===== src/hw/svmadc_pkg.sv =====
// constants for the supply voltage monitor converter control
package svmadc_pkg;
  // register byte offsets
  localparam logic [7:0] SVMADC_OFF_CTRL      = 8'h00;
  localparam logic [7:0] SVMADC_OFF_CHAN      = 8'h04;
  localparam logic [7:0] SVMADC_OFF_THRESH    = 8'h08;
  localparam logic [7:0] SVMADC_OFF_RESULT    = 8'h0c;
  localparam logic [7:0] SVMADC_OFF_IRQ_STAT  = 8'h10;
  localparam logic [7:0] SVMADC_OFF_IRQ_EN    = 8'h14;
  localparam logic [7:0] SVMADC_OFF_IRQ_CLR   = 8'h18;
  // control register field positions
  localparam int SVMADC_CTRL_RUN      = 0;
  localparam int SVMADC_CTRL_CMP_EN   = 1;
  localparam int SVMADC_CTRL_REF_LO   = 2;
  localparam int SVMADC_CTRL_REF_HI   = 3;
  localparam int SVMADC_CTRL_TRIG_LO  = 4;
  localparam int SVMADC_CTRL_TRIG_HI  = 5;
  localparam int SVMADC_CTRL_SCAN     = 6;
  localparam int SVMADC_CTRL_ONESHOT  = 7;
  localparam int SVMADC_CTRL_IT_RUN   = 8;
  localparam int SVMADC_CTRL_LAMP_EN  = 9;
  localparam int SVMADC_CTRL_TMODE_LO = 10;
  localparam int SVMADC_CTRL_TMODE_HI = 11;
  // interrupt status field positions
  localparam int SVMADC_IRQ_CONV_END  = 0;
  localparam int SVMADC_IRQ_MISSED    = 1;
  localparam int SVMADC_IRQ_W         = 2;
  // codes
  localparam logic [1:0] SVMADC_REF_VDD       = 2'h0;
  localparam logic [1:0] SVMADC_REF_INTERNAL  = 2'h2;
  localparam logic [1:0] SVMADC_REF_PROHIBIT  = 2'h3;
  localparam logic [1:0] SVMADC_TRIG_TM01     = 2'h0;
  localparam logic [1:0] SVMADC_TRIG_ELC      = 2'h1;
  localparam logic [1:0] SVMADC_TRIG_RTC      = 2'h2;
  localparam logic [1:0] SVMADC_TRIG_INTERVAL = 2'h3;
  localparam logic [1:0] SVMADC_TMODE_HW_WAIT = 2'h3;
  localparam logic [4:0] SVMADC_CHAN_ZERO     = 5'h00;
  // reset values
  localparam logic [1:0] SVMADC_RST_REF       = SVMADC_REF_VDD;
  localparam logic [1:0] SVMADC_RST_TRIG      = SVMADC_TRIG_INTERVAL;
  localparam logic [4:0] SVMADC_RST_CHAN      = SVMADC_CHAN_ZERO;
  localparam logic [7:0] SVMADC_RST_THRESH    = 8'h5f;
  localparam logic [7:0] SVMADC_RST_RESULT    = 8'h00;
  // timing
  localparam int SVMADC_CLK_PERIOD_NS   = 10;
  localparam int SVMADC_STAB_TIME_NS    = 5000;
  localparam int SVMADC_STAB_CYCLES     =
    (SVMADC_STAB_TIME_NS + SVMADC_CLK_PERIOD_NS - 1) / SVMADC_CLK_PERIOD_NS;
  localparam int SVMADC_CONV_TIME_NS    = 2000;
  localparam int SVMADC_CONV_CYCLES     =
    (SVMADC_CONV_TIME_NS + SVMADC_CLK_PERIOD_NS - 1) / SVMADC_CLK_PERIOD_NS;
  localparam int SVMADC_TICK_TIME_US    = 100;
  localparam int SVMADC_TICK_CYCLES     =
    SVMADC_TICK_TIME_US * 1000 / SVMADC_CLK_PERIOD_NS;
  localparam int SVMADC_IT_PRESCALE     = 4;
  localparam int SVMADC_LAMP_HALF_MS    = 250;
  localparam int SVMADC_LAMP_HALF_CYCLES =
    SVMADC_LAMP_HALF_MS * 1000000 / SVMADC_CLK_PERIOD_NS;
  // converter sequencer states
  typedef enum logic [1:0] {
    SVMADC_IDLE = 2'b00,
    SVMADC_STAB = 2'b01,
    SVMADC_CONV = 2'b10
  } svmadc_state_type;
endpackage


===== src/hw/svmadc_top.sv =====
// supply voltage monitor converter control with apb registers
`timescale 1ns/1ps
module svmadc_top
  import svmadc_pkg::*;
#(
  parameter int STAB_CYCLES      = svmadc_pkg::SVMADC_STAB_CYCLES,
  parameter int CONV_CYCLES      = svmadc_pkg::SVMADC_CONV_CYCLES,
  parameter int TICK_CYCLES      = svmadc_pkg::SVMADC_TICK_CYCLES,
  parameter int LAMP_HALF_CYCLES = svmadc_pkg::SVMADC_LAMP_HALF_CYCLES
) (
  input  wire logic        pclk,
  input  wire logic        presetn,
  input  wire logic        psel,
  input  wire logic        penable,
  input  wire logic        pwrite,
  input  wire logic [7:0]  paddr,
  input  wire logic [31:0] pwdata,
  input  wire logic [3:0]  pstrb,
  output logic      [31:0] prdata,
  output logic             pready,
  output logic             pslverr,
  input  wire logic [7:0]  analog_channel_zero,
  input  wire logic        elc_event,
  input  wire logic        rtc_irq,
  output logic             sample_hold,
  output logic [1:0]       ref_select,
  output logic             interval_tick_irq,
  output logic             conversion_end_irq,
  output logic             indicator_lamp
);
  import svmadc_pkg::*;

  localparam int IT_COUNT = TICK_CYCLES / SVMADC_IT_PRESCALE;
  localparam int LAMP_W   = $clog2(LAMP_HALF_CYCLES + 1);

  if (IT_COUNT < 2 || IT_COUNT > 4096)
    $error("tick period does not fit the 12-bit interval counter");
  if (STAB_CYCLES < 1 || STAB_CYCLES > 65535 ||
      CONV_CYCLES < 1 || CONV_CYCLES > 65535)
    $error("converter timing outside the 16-bit sequencer counter");
  if (LAMP_HALF_CYCLES < 2)
    $error("lamp half period too short");

  localparam logic [15:0] STAB_LOAD = 16'(STAB_CYCLES - 1);
  localparam logic [15:0] CONV_LOAD = 16'(CONV_CYCLES - 1);
  localparam logic [11:0] IT_LOAD   = 12'(IT_COUNT - 1);
  localparam logic [1:0]  PRE_LOAD  = 2'(SVMADC_IT_PRESCALE - 1);
  localparam logic [LAMP_W-1:0] LAMP_LOAD = LAMP_W'(LAMP_HALF_CYCLES - 1);

  function automatic logic pick_trigger(input logic [1:0] sel,
                                        input logic       tm01,
                                        input logic       elc,
                                        input logic       rtc,
                                        input logic       tick);
    logic hit;
    hit = 1'b0;
    case (sel)
      SVMADC_TRIG_TM01:     hit = tm01;
      SVMADC_TRIG_ELC:      hit = elc;
      SVMADC_TRIG_RTC:      hit = rtc;
      SVMADC_TRIG_INTERVAL: hit = tick;
      default:              hit = 1'b0;
    endcase
    return hit;
  endfunction

  // register state
  logic                  run_bit;
  logic                  cmp_en_bit;
  logic [1:0]            ref_sel;
  logic [1:0]            trig_sel;
  logic                  it_run;
  logic                  lamp_en;
  logic [4:0]            chan_sel;
  logic [7:0]            threshold;
  logic [SVMADC_IRQ_W-1:0] irq_status;
  logic [SVMADC_IRQ_W-1:0] irq_enable;
  logic [31:0]           rd_data;
  logic                  rd_err;
  logic                  next_run_bit;
  logic                  next_cmp_en_bit;
  logic [1:0]            next_ref_sel;
  logic [1:0]            next_trig_sel;
  logic                  next_it_run;
  logic                  next_lamp_en;
  logic [4:0]            next_chan_sel;
  logic [7:0]            next_threshold;
  logic [SVMADC_IRQ_W-1:0] next_irq_status;
  logic [SVMADC_IRQ_W-1:0] next_irq_enable;
  logic [31:0]           next_rd_data;
  logic                  next_rd_err;
  // sequencer state
  svmadc_state_type      state;
  svmadc_state_type      next_state;
  logic [15:0]           seq_cnt;
  logic [15:0]           next_seq_cnt;
  logic [7:0]            result;
  logic [7:0]            next_result;
  logic                  next_sample_hold;
  logic                  conv_done;
  logic                  low_hit;
  logic                  trig_missed;
  // interval timer and lamp timer
  logic [1:0]            pre_cnt;
  logic [11:0]           it_cnt;
  logic                  tick;
  logic [1:0]            next_pre_cnt;
  logic [11:0]           next_it_cnt;
  logic                  next_tick;
  logic                  lamp_active;
  logic [LAMP_W-1:0]     lamp_cnt;
  logic                  lamp_out;
  logic                  tm01_evt;
  logic                  next_lamp_active;
  logic [LAMP_W-1:0]     next_lamp_cnt;
  logic                  next_lamp_out;
  logic                  next_tm01_evt;

  logic wr_acc;
  logic rd_setup;
  logic trig;
  logic [31:0] ctrl_word;

  assign wr_acc   = psel && penable && pwrite;
  assign rd_setup = psel && !penable;
  assign pready   = 1'b1;
  assign prdata   = rd_data;
  assign pslverr  = rd_err;
  assign trig = pick_trigger(trig_sel, tm01_evt, elc_event, rtc_irq, tick);

  always_comb begin
    ctrl_word = 32'h0000_0000;
    ctrl_word[SVMADC_CTRL_RUN]    = run_bit;
    ctrl_word[SVMADC_CTRL_CMP_EN] = cmp_en_bit;
    ctrl_word[SVMADC_CTRL_REF_HI:SVMADC_CTRL_REF_LO]   = ref_sel;
    ctrl_word[SVMADC_CTRL_TRIG_HI:SVMADC_CTRL_TRIG_LO] = trig_sel;
    ctrl_word[SVMADC_CTRL_SCAN]    = 1'b0;
    ctrl_word[SVMADC_CTRL_ONESHOT] = 1'b1;
    ctrl_word[SVMADC_CTRL_IT_RUN]  = it_run;
    ctrl_word[SVMADC_CTRL_LAMP_EN] = lamp_en;
    ctrl_word[SVMADC_CTRL_TMODE_HI:SVMADC_CTRL_TMODE_LO] =
      SVMADC_TMODE_HW_WAIT;
  end

  // register file next values
  always_comb begin
    next_run_bit    = run_bit;
    next_cmp_en_bit = cmp_en_bit;
    next_ref_sel    = ref_sel;
    next_trig_sel   = trig_sel;
    next_it_run     = it_run;
    next_lamp_en    = lamp_en;
    next_chan_sel   = chan_sel;
    next_threshold  = threshold;
    next_irq_enable = irq_enable;
    next_irq_status = irq_status;
    next_rd_data    = rd_data;
    next_rd_err     = 1'b0;
    if (wr_acc && paddr == SVMADC_OFF_CTRL) begin
      if (pstrb[0]) begin
        next_run_bit    = pwdata[SVMADC_CTRL_RUN];
        next_cmp_en_bit = pwdata[SVMADC_CTRL_CMP_EN];
        next_trig_sel   = pwdata[SVMADC_CTRL_TRIG_HI:SVMADC_CTRL_TRIG_LO];
        if (!run_bit && !cmp_en_bit &&
            pwdata[SVMADC_CTRL_REF_HI:SVMADC_CTRL_REF_LO] !=
            SVMADC_REF_PROHIBIT) begin
          next_ref_sel = pwdata[SVMADC_CTRL_REF_HI:SVMADC_CTRL_REF_LO];
        end
      end
      if (pstrb[1]) begin
        next_it_run  = pwdata[SVMADC_CTRL_IT_RUN];
        next_lamp_en = pwdata[SVMADC_CTRL_LAMP_EN];
      end
    end else if (wr_acc && paddr == SVMADC_OFF_CHAN) begin
      if (pstrb[0]) begin
        next_chan_sel = pwdata[4:0];
      end
    end else if (wr_acc && paddr == SVMADC_OFF_THRESH) begin
      if (pstrb[0]) begin
        next_threshold = pwdata[7:0];
      end
    end else if (wr_acc && paddr == SVMADC_OFF_IRQ_EN) begin
      if (pstrb[0]) begin
        next_irq_enable = pwdata[SVMADC_IRQ_W-1:0];
      end
    end else if (wr_acc && paddr == SVMADC_OFF_IRQ_CLR) begin
      if (pstrb[0]) begin
        next_irq_status = irq_status & ~pwdata[SVMADC_IRQ_W-1:0];
      end
    end
    // set wins over a clear in the same cycle
    if (conv_done && low_hit) begin
      next_irq_status[SVMADC_IRQ_CONV_END] = 1'b1;
    end
    if (trig_missed) begin
      next_irq_status[SVMADC_IRQ_MISSED] = 1'b1;
    end
    if (rd_setup) begin
      next_rd_data = 32'h0000_0000;
      if (paddr == SVMADC_OFF_CTRL) begin
        next_rd_data = ctrl_word;
      end else if (paddr == SVMADC_OFF_CHAN) begin
        next_rd_data[4:0] = chan_sel;
      end else if (paddr == SVMADC_OFF_THRESH) begin
        next_rd_data[7:0] = threshold;
      end else if (paddr == SVMADC_OFF_RESULT) begin
        next_rd_data[7:0] = result;
      end else if (paddr == SVMADC_OFF_IRQ_STAT) begin
        next_rd_data[SVMADC_IRQ_W-1:0] = irq_status;
      end else if (paddr == SVMADC_OFF_IRQ_EN) begin
        next_rd_data[SVMADC_IRQ_W-1:0] = irq_enable;
      end else if (paddr == SVMADC_OFF_IRQ_CLR) begin
        next_rd_data = 32'h0000_0000;
      end else begin
        next_rd_err = 1'b1;
      end
    end else if (psel && penable) begin
      next_rd_err = rd_err;
    end
  end

  always_ff @(posedge pclk or negedge presetn) begin
    if (!presetn) begin
      run_bit    <= 1'b0;
      cmp_en_bit <= 1'b0;
      ref_sel    <= SVMADC_RST_REF;
      trig_sel   <= SVMADC_RST_TRIG;
      it_run     <= 1'b0;
      lamp_en    <= 1'b0;
      chan_sel   <= SVMADC_RST_CHAN;
      threshold  <= SVMADC_RST_THRESH;
      irq_status <= '0;
      irq_enable <= '0;
      rd_data    <= 32'h0000_0000;
      rd_err     <= 1'b0;
    end else begin
      run_bit    <= next_run_bit;
      cmp_en_bit <= next_cmp_en_bit;
      ref_sel    <= next_ref_sel;
      trig_sel   <= next_trig_sel;
      it_run     <= next_it_run;
      lamp_en    <= next_lamp_en;
      chan_sel   <= next_chan_sel;
      threshold  <= next_threshold;
      irq_status <= next_irq_status;
      irq_enable <= next_irq_enable;
      rd_data    <= next_rd_data;
      rd_err     <= next_rd_err;
    end
  end

  assign ref_select         = ref_sel;
  assign conversion_end_irq = |(irq_status & irq_enable);

  // conversion sequencer
  always_comb begin
    next_state       = state;
    next_seq_cnt     = seq_cnt;
    next_result      = result;
    next_sample_hold = 1'b0;
    conv_done        = 1'b0;
    trig_missed      = 1'b0;
    low_hit          = analog_channel_zero <= threshold;
    case (state)
      SVMADC_IDLE: begin
        if (trig && run_bit && cmp_en_bit &&
            chan_sel == SVMADC_CHAN_ZERO) begin
          next_state   = SVMADC_STAB;
          next_seq_cnt = STAB_LOAD;
        end
      end
      SVMADC_STAB: begin
        if (seq_cnt == 16'h0000) begin
          next_state       = SVMADC_CONV;
          next_seq_cnt     = CONV_LOAD;
          next_sample_hold = 1'b1;
        end else begin
          next_seq_cnt = seq_cnt - 16'h0001;
        end
      end
      SVMADC_CONV: begin
        next_sample_hold = 1'b1;
        if (seq_cnt == 16'h0000) begin
          next_state       = SVMADC_IDLE;
          next_sample_hold = 1'b0;
          next_result      = analog_channel_zero;
          conv_done        = 1'b1;
        end else begin
          next_seq_cnt = seq_cnt - 16'h0001;
        end
      end
      default: begin
        next_state = SVMADC_IDLE;
      end
    endcase
    if (state != SVMADC_IDLE && trig) begin
      trig_missed = 1'b1;
    end
    if (!run_bit || !cmp_en_bit) begin
      next_state       = SVMADC_IDLE;
      next_sample_hold = 1'b0;
      conv_done        = 1'b0;
      next_result      = result;
    end
  end

  always_ff @(posedge pclk or negedge presetn) begin
    if (!presetn) begin
      state       <= SVMADC_IDLE;
      seq_cnt     <= 16'h0000;
      result      <= SVMADC_RST_RESULT;
      sample_hold <= 1'b0;
    end else begin
      state       <= next_state;
      seq_cnt     <= next_seq_cnt;
      result      <= next_result;
      sample_hold <= next_sample_hold;
    end
  end

  // interval timer and lamp timer
  always_comb begin
    next_pre_cnt     = pre_cnt;
    next_it_cnt      = it_cnt;
    next_tick        = 1'b0;
    next_lamp_active = lamp_active;
    next_lamp_cnt    = lamp_cnt;
    next_lamp_out    = lamp_out;
    next_tm01_evt    = 1'b0;
    if (!it_run) begin
      next_pre_cnt = PRE_LOAD;
      next_it_cnt  = IT_LOAD;
    end else if (pre_cnt != 2'h0) begin
      next_pre_cnt = pre_cnt - 2'h1;
    end else begin
      next_pre_cnt = PRE_LOAD;
      if (it_cnt == 12'h000) begin
        next_it_cnt = IT_LOAD;
        next_tick   = 1'b1;
      end else begin
        next_it_cnt = it_cnt - 12'h001;
      end
    end
    if (conv_done && low_hit && lamp_en) begin
      next_lamp_active = 1'b1;
    end
    if (!lamp_en) begin
      next_lamp_active = 1'b0;
      next_lamp_cnt    = LAMP_LOAD;
      next_lamp_out    = 1'b0;
    end else if (lamp_active) begin
      if (lamp_cnt == '0) begin
        next_lamp_cnt = LAMP_LOAD;
        next_lamp_out = !lamp_out;
        next_tm01_evt = 1'b1;
      end else begin
        next_lamp_cnt = lamp_cnt - LAMP_W'(1);
      end
    end
  end

  always_ff @(posedge pclk or negedge presetn) begin
    if (!presetn) begin
      pre_cnt     <= 2'h0;
      it_cnt      <= 12'h000;
      tick        <= 1'b0;
      lamp_active <= 1'b0;
      lamp_cnt    <= '0;
      lamp_out    <= 1'b0;
      tm01_evt    <= 1'b0;
    end else begin
      pre_cnt     <= next_pre_cnt;
      it_cnt      <= next_it_cnt;
      tick        <= next_tick;
      lamp_active <= next_lamp_active;
      lamp_cnt    <= next_lamp_cnt;
      lamp_out    <= next_lamp_out;
      tm01_evt    <= next_tm01_evt;
    end
  end

  assign interval_tick_irq = tick;
  assign indicator_lamp    = lamp_out;

endmodule // svmadc_top


===== config.mk =====
export PLATFORM = sky130hd
export DESIGN_NAME = svmadc_top
export DESIGN_NICKNAME = d
export VERILOG_FILES = /design/src/hw/svmadc_pkg.sv /design/src/hw/svmadc_top.sv
export SDC_FILE = /design/constraint.sdc
export NUM_CORES = 1
export LEC_CHECK = 0
export BUFFER_PORTS_ARGS = -buffer_cell sky130_fd_sc_hd__buf_2
export CORE_MARGIN = 10
export CORE_UTILIZATION = 55
export CTS_CLUSTER_DIAMETER = 200
export DETAILED_ROUTE_END_ITERATION = 12
export PLACE_DENSITY_LB_ADDON = 0.05
export SLEW_MARGIN = 20
export SYNTH_ARGS = -nofsm -noshare
export SYNTH_HDL_FRONTEND = slang
export SYNTH_SLANG_ARGS = --single-unit
export TNS_END_PERCENT = 20

===== constraint.sdc =====
create_clock -name pclk -period 3.18 [get_ports pclk]
set_input_delay 0.318 -clock pclk [delete_from_list [all_inputs] [get_ports pclk]]
set_output_delay 0.318 -clock pclk [all_outputs]
set_load 0.01 [all_outputs]

## Word-level counts from Yosys, hierarchy flattened

Cells that the tools add are included.

- Output and inout port bits: 40
- Flip-flop bits (word level): 128
- Logic and storage cells: 174
- Input bits: 59

- Bitwise operators: 7
- Eq/ne operators: 30
- Multiplexer cells: 60
- Add/subtract/negate cells: 4
- Order comparisons: 1
- Reductions and logical operators: 48

Operator list:

| operator | number |
|---|---|
| two-way mux 25 bit | 3 |
| two-way mux 12 bit | 4 |
| two-way mux 16 bit | 3 |
| case mux 16 bit (3 select lines) | 1 |
| two-way mux 1 bit | 28 |
| two-way mux 2 bit | 14 |
| zero test 25 bit | 1 |
| subtractor 25 x 1 -> 25 bit (second input constant) | 1 |
| equality test 8 x 5 -> 1 bit (second input constant) | 3 |
| != test 2 bit (second input constant) | 9 |
| equality test 8 x 4 -> 1 bit (second input constant) | 2 |
| logical AND 1 bit | 16 |
| zero test 16 bit | 1 |
| two-way mux 8 bit | 2 |
| subtractor 16 x 1 -> 16 bit (second input constant) | 1 |
| AND reduction 3 bit | 5 |
| != test 2 x 1 -> 1 bit (second input constant) | 7 |
| zero test 12 bit | 1 |
| AND reduction 6 bit | 2 |
| nonzero test 2 bit | 6 |
| subtractor 12 x 1 -> 12 bit (second input constant) | 1 |
| != test 3 bit (second input constant) | 3 |
| equality test 8 x 3 -> 1 bit (second input constant) | 1 |
| <= comparator 8 bit | 1 |
| other kinds (21) | 34 |

## Logic depth before layout (Yosys ltp)

Gate-level depths: netlist (run 1).

- Depth after elaboration: 9
- Mapped depth: 9
- Depth with buffers taken out: 8

## Worst setup path before layout (run 1)

Ideal clock, no wire load.

- Path type: register to register
- Start point: register lamp_cnt[14]
- End point: register lamp_cnt[23]
- Path buffers: 0
- Data required time: 3.056 ns
- Period minus slack after synthesis: 2.399 ns
- Library setup time: 0.124 ns
- Path slack: 0.781 ns
- Cell stages (with the launch flop): 7
- Data arrival time: 2.275 ns
- Path through: dfrtp_1 -> or4_4 -> or4_4 -> or4_4 -> nor3_2 -> xnor2_1 -> nor2_1

- Cells in the longest elaborated chain, start to end: 4
- Elaborated cells on any way between the ends: 5
- Classes of those cells: add/sub: 1; mux: 3; reduce/logical: 1

RTL lines:

| element | RTL line | RTL |
|---|---|---|
| start, declared | svmadc_top.sv:111 | `logic [LAMP_W-1:0] lamp_cnt;` |
| start signal, assigned | svmadc_top.sv:376 | `lamp_cnt <= next_lamp_cnt;` |
| subtractor 25 x 1 -> 25 bit or zero test 25 bit (tied branches) | svmadc_top.sv:357, svmadc_top.sv:352 |  |
| two-way mux 25 bit * | svmadc_top.sv:352 | `if (lamp_cnt == '0) begin` |
| two-way mux 25 bit * | svmadc_top.sv:351 | `end else if (lamp_active) begin` |
| two-way mux 25 bit * | svmadc_top.sv:347 | `if (!lamp_en) begin` |

Every way passes the cells marked *; elsewhere a longest branch is shown, timed or not. The select of a mux whose other input is x is not followed.
A chain may end at the register's enable or synchronous reset.

## Worst setup path after layout (run 1)

- Start point: register run_bit
- End point: register seq_cnt[5]

- Cells in the longest elaborated chain, start to end: 5

RTL lines:

| element | RTL line | RTL |
|---|---|---|
| start, declared | svmadc_top.sv:68 | `logic run_bit;` |
| start signal, assigned | svmadc_top.sv:237 | `run_bit <= next_run_bit;` |
| logical AND 1 bit (3 in series) | svmadc_top.sv:266 | `if (trig && run_bit && cmp_en_bit &&` |
| != test 2 bit (no line) | -- |  |
| AND reduction 3 bit (no line) | -- |  |
| end signal, assigned | svmadc_top.sv:315 | `seq_cnt <= next_seq_cnt;` |
| end, declared | svmadc_top.sv:95 | `logic [15:0] seq_cnt;` |

No other way between the ends.

==> results.cfg, run 1 <==
[finish]
nNetsFinal = 705
drive_above_1_share_pct = 18.70
antennaDiodeCount = 0
area_delta_synth_final_pct = 9.987
n_fill_cell = 820

[critical_path]
slowest_delay_ns = 0.72
start_kind = flop
cp_top_family = compound AO/OA/AOI/OAI gates
cp_slowest_cell = a21oi_1
reg2reg_depth = 5
r2r-start = run_bit
worstPathMaxFanout = 11
path_depth = 5
worstSetupEndpointType = flop
path_cells = nor4bb_1, a41oi_1, a21oi_1, o21ai_0, a22o_1
r2r-end = seq_cnt[5]
cp.required_ns = 3.46
arrival_ns = 2.95
r2r_slack_ns = 0.52
crit_type = reg2reg
critPathBufInv = 0

[floorplan]
boundaryPins = 99
coreArea_um2 = 9864
die_x_um = 121.1
die_h_um = 121.1
die-area_um2 = 14670
rows = 36
initial_core_util_pct = 57.03

[drt]
met2_length_um = 5767
drtAntennaViolNets = 0
finalWirelength_um = 12330
drcViolationCount = 0
top_layer = met4
vias = 4215
dr.pass1.iters = 4
wl_met3_um = 885
met1Wirelength_um = 5521
drt_iter0_drc = 325
avgRoutedWirePerCell_um = 16.14
via_per_inst = 5.517

[synth]
netlist_top_cells_count = 99 x dfrtp_1, 67 x nand2_1, 64 x nor2_1, 30 x o21ai_0, 28 x inv_1
synthCells = 576
synthDominantCellAreaShare_pct = 44.04
yosys_most_used_dff = dfrtp_1
syn_area_um2 = 5625
synth_top_area_cell = dfrtp_1
ys_ff_latch = 107
yosys_warnings = 0
ys_types = 49
synth_seq_area_share_pct = 47.78
async_reset_ff_share_pct = 100.0
synth.avg_cell_area_um2 = 9.766
synth_enable_flop_cells = 0
yosysMostFrequentCell = dfrtp_1
netlist_top_cells_area = dfrtp_1 44%, mux2_2 4.6%, nand2_1 4.5%

[clocking]
cts_sinks = 107
root_buffer = clkbuf_8
numCtsBuffers = 9
cts_tree = built
cts_resized = 0
clkLatencyLatePin_ns = 0.39
h-tree-depth = 3
clock_path_buffers = 2
clk_pin_slew_ns = 0.11

[place]
port_buffers = 53
pre_cts_slack_ns = 0.5760
place_hpwl_um = 9005
gp_congestion = 0.8715

[timing]
finClkSkew_ns = 0.01108
setup_ws_ns = 0.5163
finalSetupViolCount = 0
worst_pin_slew_ns = 0.8135
max_freq_mhz = 375.4
holdWs_ns = 0.1189
rsz0062_at_grt = no
period_needed_ns = 2.664
slew_violations = 0
slew_headroom_pct = 45.76
hold_viol_final = 0
fin_tns_setup_ns = 0
finalCritPeriodShare_pct = 83.77

[outcome]
outcome = finished clean

[hold_path]
min-delay-start = pwdata[7]
whs_endpoint = threshold[7]
hold_path.class = in2reg
hold_depth = 3

[pwr]
p_leak_nw = 2.770
p_per_area_nw_per_um2 = 394.9
clock_power_share_pct = 38.5
switching_share_pct = 23.87
ir_worst_vdd_mv = 0.3769
pwr-share-comb_pct = 5.2
seq_power_share_pct = 56.3
intPower_w = 0.001860
p_switching_w = 0.0005834

[job]
max_cap_violations = 0

[grt]
grt_pass1_wl_um = 20710
antenna_found_initial = 0
track_usage_pct = 17.36
grt_start_max_net_pins = 67
gr-total-overflow = 0
grt_pass1_vias = 4266
## timing repair
item                      4_1_cts  5_1_grt
hold buffers                    1        0
buffers inserted                0        0
hold endpoints to repair       41        0
## metal layers
metal,up-vias,track usage (%)
li1,2058,-
met1,2041,21.87
met2,103,27.89
met3,13,6.096
met4,0,4.396
met5,-,0
## cell usage in the layout, fill, tap and decap left out, drive strengths merged, types with 3 or more instances in the layout
| master | Yosys | final |
|---|---|---|
| dfrtp | 99 | 99 |
| nand2 | 67 | 67 |
| nor2 | 64 | 64 |
| buf | 22 | 57 |
| o21ai | 30 | 30 |
| inv | 28 | 29 |
| a21oi | 24 | 24 |
| mux2 | 23 | 23 |
| conb | 2 | 21 |
| ha | 20 | 20 |
| xnor2 | 19 | 19 |
| nor3 | 19 | 19 |
| xor2 | 16 | 16 |
| nand3 | 16 | 16 |
| nor4 | 13 | 13 |
| o31ai | 11 | 11 |
| clkbuf | 16 | 9 |
| or3 | 8 | 8 |
| nand4 | 8 | 8 |
| dfstp | 8 | 8 |
| or4 | 8 | 8 |
| a22o | 6 | 6 |
| mux2i | 6 | 6 |
| nand2b | 5 | 5 |
| nor2b | 4 | 4 |
| mux4 | 4 | 4 |
| a31oi | 4 | 4 |
| nand3b | 3 | 3 |
| a21o | 3 | 3 |
## worst reg2reg max path: stages, from the launching register on
cell and delay (ns):
dfrtp_1 0.49, nor4bb_1 0.51, a41oi_1 0.32, a21oi_1 0.72, o21ai_0 0.22, a22o_1 0.29
## worst max-delay path by stage
stage                       startpoint            end  slack (ns)
after floorplan           lamp_cnt[14]   lamp_cnt[23]        0.78
after CTS                 lamp_cnt[14]   lamp_cnt[13]        0.55
after detailed placement      paddr[1]  ref_select[1]        0.58
final                          run_bit     seq_cnt[5]        0.52
after global routing           run_bit     seq_cnt[5]        0.27
after global placement    lamp_cnt[14]   lamp_cnt[13]        0.61
## power by group through the flow
stage | combinational (W) | clock (W) | sequential [W]
floorplan | 0.0000732 | 0 | 0.00140
global placement | 0.000125 | 0 | 0.00140
detailed placement | 0.000126 | 0 | 0.00140
CTS | 0.000127 | 0.000964 | 0.00138
global route | 0.000143 | 0.00102 | 0.00138
finish | 0.000126 | 0.000941 | 0.00138
## metrics by stage
stage / area [um^2] / util [%] / power (W) / cells
detailed placement: 5948 / 60.30 / 0.001528 / 747
finish: 6187 / 62.72 / 0.002444 / 764
CTS: 6183 / 62.68 / 0.002468 / 764
global placement: 5948 / 60.30 / 0.001527 / 747
global route: 6187 / 62.72 / 0.002545 / 764
floorplan: 5697 / - / 0.001475 / 595
## sequential cells by signal, summed over array words and instances (netlist names), 2 cells and up
name and flops:
lamp_cnt 25, seq_cnt 16, it_cnt 12, prdata 11
result 8, threshold 8, chan_sel 5, irq_enable 2
irq_status 2, pre_cnt 2, ref_select 2, state 2
trig_sel 2
## cells by family (layout without fill, tap and decap cells)
kind of cell	after synthesis	count (layout)	synth area share, %
simple gates	225	225	19.44
flops	107	107	47.78
compound gates	88	88	9.609
buf+inv	66	102	5.872
xor+xnor	35	35	5.449
mux	33	33	7.273
fa+ha+maj	20	20	4.448
other cells	2	21	0.1335
## layout make-up
type	instances	area (um^2)	area share (%)
Clock buffer	9	123.9	2.002
Clock inverter	7	101.3	1.638
Inverter	28	105.1	1.699
Multi-Input combinational cell	422	2683	43.36
Sequential cell	107	2688	43.44
Tap cell	133	166.4	2.690
Timing Repair Buffer	58	320.3	5.177
Power figures use the tool's default switching activity.
==> run 2: changes to the inputs <==
==> constraint.sdc (replaced) <==
create_clock -name pclk -period 2.5 [get_ports pclk]
set_input_delay 0.25 -clock pclk [delete_from_list [all_inputs] [get_ports pclk]]
set_output_delay 0.25 -clock pclk [all_outputs]
set_load 0.01 [all_outputs]
==> results.cfg, run 2 (synthesis results as in run 1) <==
[grt]
grt_pass1_vias = 4358
grt_start_max_net_pins = 45
gr-total-overflow = 0
antenna_found_initial = 0
track_usage_pct = 17.93
grt_pass1_wl_um = 21400

[finish]
drive_above_1_share_pct = 21.26
n_fill_cell = 835
final_common_cell = dfrtp_1
final_cell_mix = 99 x dfrtp_1, 66 x nand2_1, 64 x nor2_1
top_regs = lamp_cnt: 25 flops, seq_cnt: 16 flops, it_cnt: 12 flops
largest_reg_flops = 25
regMostFlops = lamp_cnt
area_delta_synth_final_pct = 13.01
nNetsFinal = 723
antennaDiodeCount = 0

[drt]
avgRoutedWirePerCell_um = 16.22
dr.pass1.iters = 4
drtAntennaViolNets = 0
via_per_inst = 5.483
vias = 4288
drt_iter0_drc = 294
finalWirelength_um = 12690
drcViolationCount = 0

[clocking]
cts_tree = built
cts_sinks = 107
clkLatencyLatePin_ns = 0.38
root_buffer = clkbuf_8
post_cts_buffers = 0
clock_path_buffers = 2
clk_pin_slew_ns = 0.10
numCtsBuffers = 9
h-tree-depth = 3

[pwr]
p_switching_w = 0.0007114
pwr-share-comb_pct = 5.2
seq_power_share_pct = 55.0
clock_power_share_pct = 39.8
ir_worst_vdd_mv = 0.4029
p_per_area_nw_per_um2 = 500.8
switching_share_pct = 22.35
intPower_w = 0.002472
p_leak_nw = 2.891

[floorplan]
coreArea_um2 = 9864
rows = 36
die-area_um2 = 14670
die_h_um = 121.1
die_x_um = 121.1
initial_core_util_pct = 57.03
boundaryPins = 99

[hold_path]
hold_path.class = in2reg
hold_depth = 3

[critical_path]
cp.required_ns = 2.81
cp_top_family = simple AND/OR/NAND/NOR gates
worstSetupEndpointType = flop
cp_slowest_cell = or4_4
reg2reg_depth = 7
path_cells = or4_4, or4_4, nor4_2, buf_4, a21oi_1, buf_4, o21ai_0
worstPathMaxFanout = 15
crit_type = reg2reg
arrival_ns = 2.72
start_kind = flop
slowest_delay_ns = 0.55
critPathBufInv = 2
path_depth = 7

[timing]
period_needed_ns = 2.408
fin_tns_setup_ns = 0
finalSetupViolCount = 0
hold_viol_final = 0
slew_headroom_pct = 50.52
finalCritPeriodShare_pct = 96.32
finClkSkew_ns = 0.007408
slew_violations = 0
setup_ws_ns = 0.09210
rsz0062_at_grt = no
max_freq_mhz = 415.3
worst_pin_slew_ns = 0.7405

[job]
max_cap_violations = 0

[place]
pre_cts_slack_ns = 0.006334
place_hpwl_um = 9574
port_buffers = 53
gp_congestion = 0.8462

[outcome]
outcome = finished clean
-- run 2: cell types whose count changed in the layout (fill, tap and decap cells not counted), sizes merged --
cell | before | now
buf | 57 | 75
clkinvlp | 2 | 1
clkbuf | 9 | 13
clkinv | 2 | 0
inv | 29 | 28
-- run 2: final timing paths --
| kind | startpoint | end | slack [ns] |
|---|---|---|---|
| worst max-delay path | lamp_cnt[14] | lamp_cnt[13] | 0.09 |
| worst min-delay path | pwdata[6] | threshold[6] | 0.07 |
| worst max register to register | lamp_cnt[14] | lamp_cnt[13] | 0.09 |
| worst min register to register | pre_cnt[0] | pre_cnt[0] | 0.44 |
| max in group asynchronous | presetn | threshold[6] | 1.34 |
| min in group asynchronous | presetn | lamp_cnt[5] | 0.41 |
-- run 2: worst register-to-register path, stage by stage, from the launching register on --
cell and delay (ns):
dfrtp_1 0.41, or4_4 0.55, or4_4 0.53, nor4_2 0.34, buf_4 0.18, a21oi_1 0.06, buf_4 0.19, o21ai_0 0.09
-- run 2: metrics by stage --
stage	hold WS (ns)	util (%)	cell area, um^2	instances	power, W
after floorplan	-0.04559	-	5697	595	0.001876
after global placement	0.2858	61.67	6083	765	0.001945
after detailed placement	0.2997	61.67	6083	765	0.001949
after CTS	0.05053	64.33	6346	782	0.003218
after global routing	0.06087	64.45	6357	782	0.003300
final	0.07175	64.45	6357	782	0.003184
-- run 2: what timing repair did --
item / CTS / global route
resized for setup: 1 / 3
hold buffers: 1 / 0
pin swaps: 0 / 1
setup endpoints to repair: 1 / 11
hold endpoints to repair: 38 / 0
-- run 2: metal layers --
layer / vias to the layer above / GRT usage, % / wire (um)
met5: - / 0 / 0
met4: 0 / 4.545 / 151
met3: 18 / 5.258 / 761
met2: 119 / 28.47 / 5991
met1: 2050 / 23.53 / 5781
li1: 2101 / - / -
-- run 2: power groups by stage --
stage / combinational [W] / clock (W) / sequential (W)
6_report: 0.000165 / 0.00127 / 0.00175
5_1_grt: 0.000189 / 0.00136 / 0.00175
4_1_cts: 0.000167 / 0.00130 / 0.00175
3_5_place_dp: 0.000166 / 0 / 0.00178
3_3_place_gp: 0.000162 / 0 / 0.00178
2_1_floorplan: 0.0000931 / 0 / 0.00178
-- run 2: area by class of cell --
type | instances | area [um^2] | share of cell area, %
Sequential cell | 107 | 2688 | 42.28
Inverter | 28 | 105.1 | 1.653
Clock inverter | 3 | 67.56 | 1.063
Multi-Input combinational cell | 422 | 2696 | 42.41
Tap cell | 133 | 166.4 | 2.618
Timing Repair Buffer | 76 | 455.4 | 7.164
Clock buffer | 13 | 178.9 | 2.814
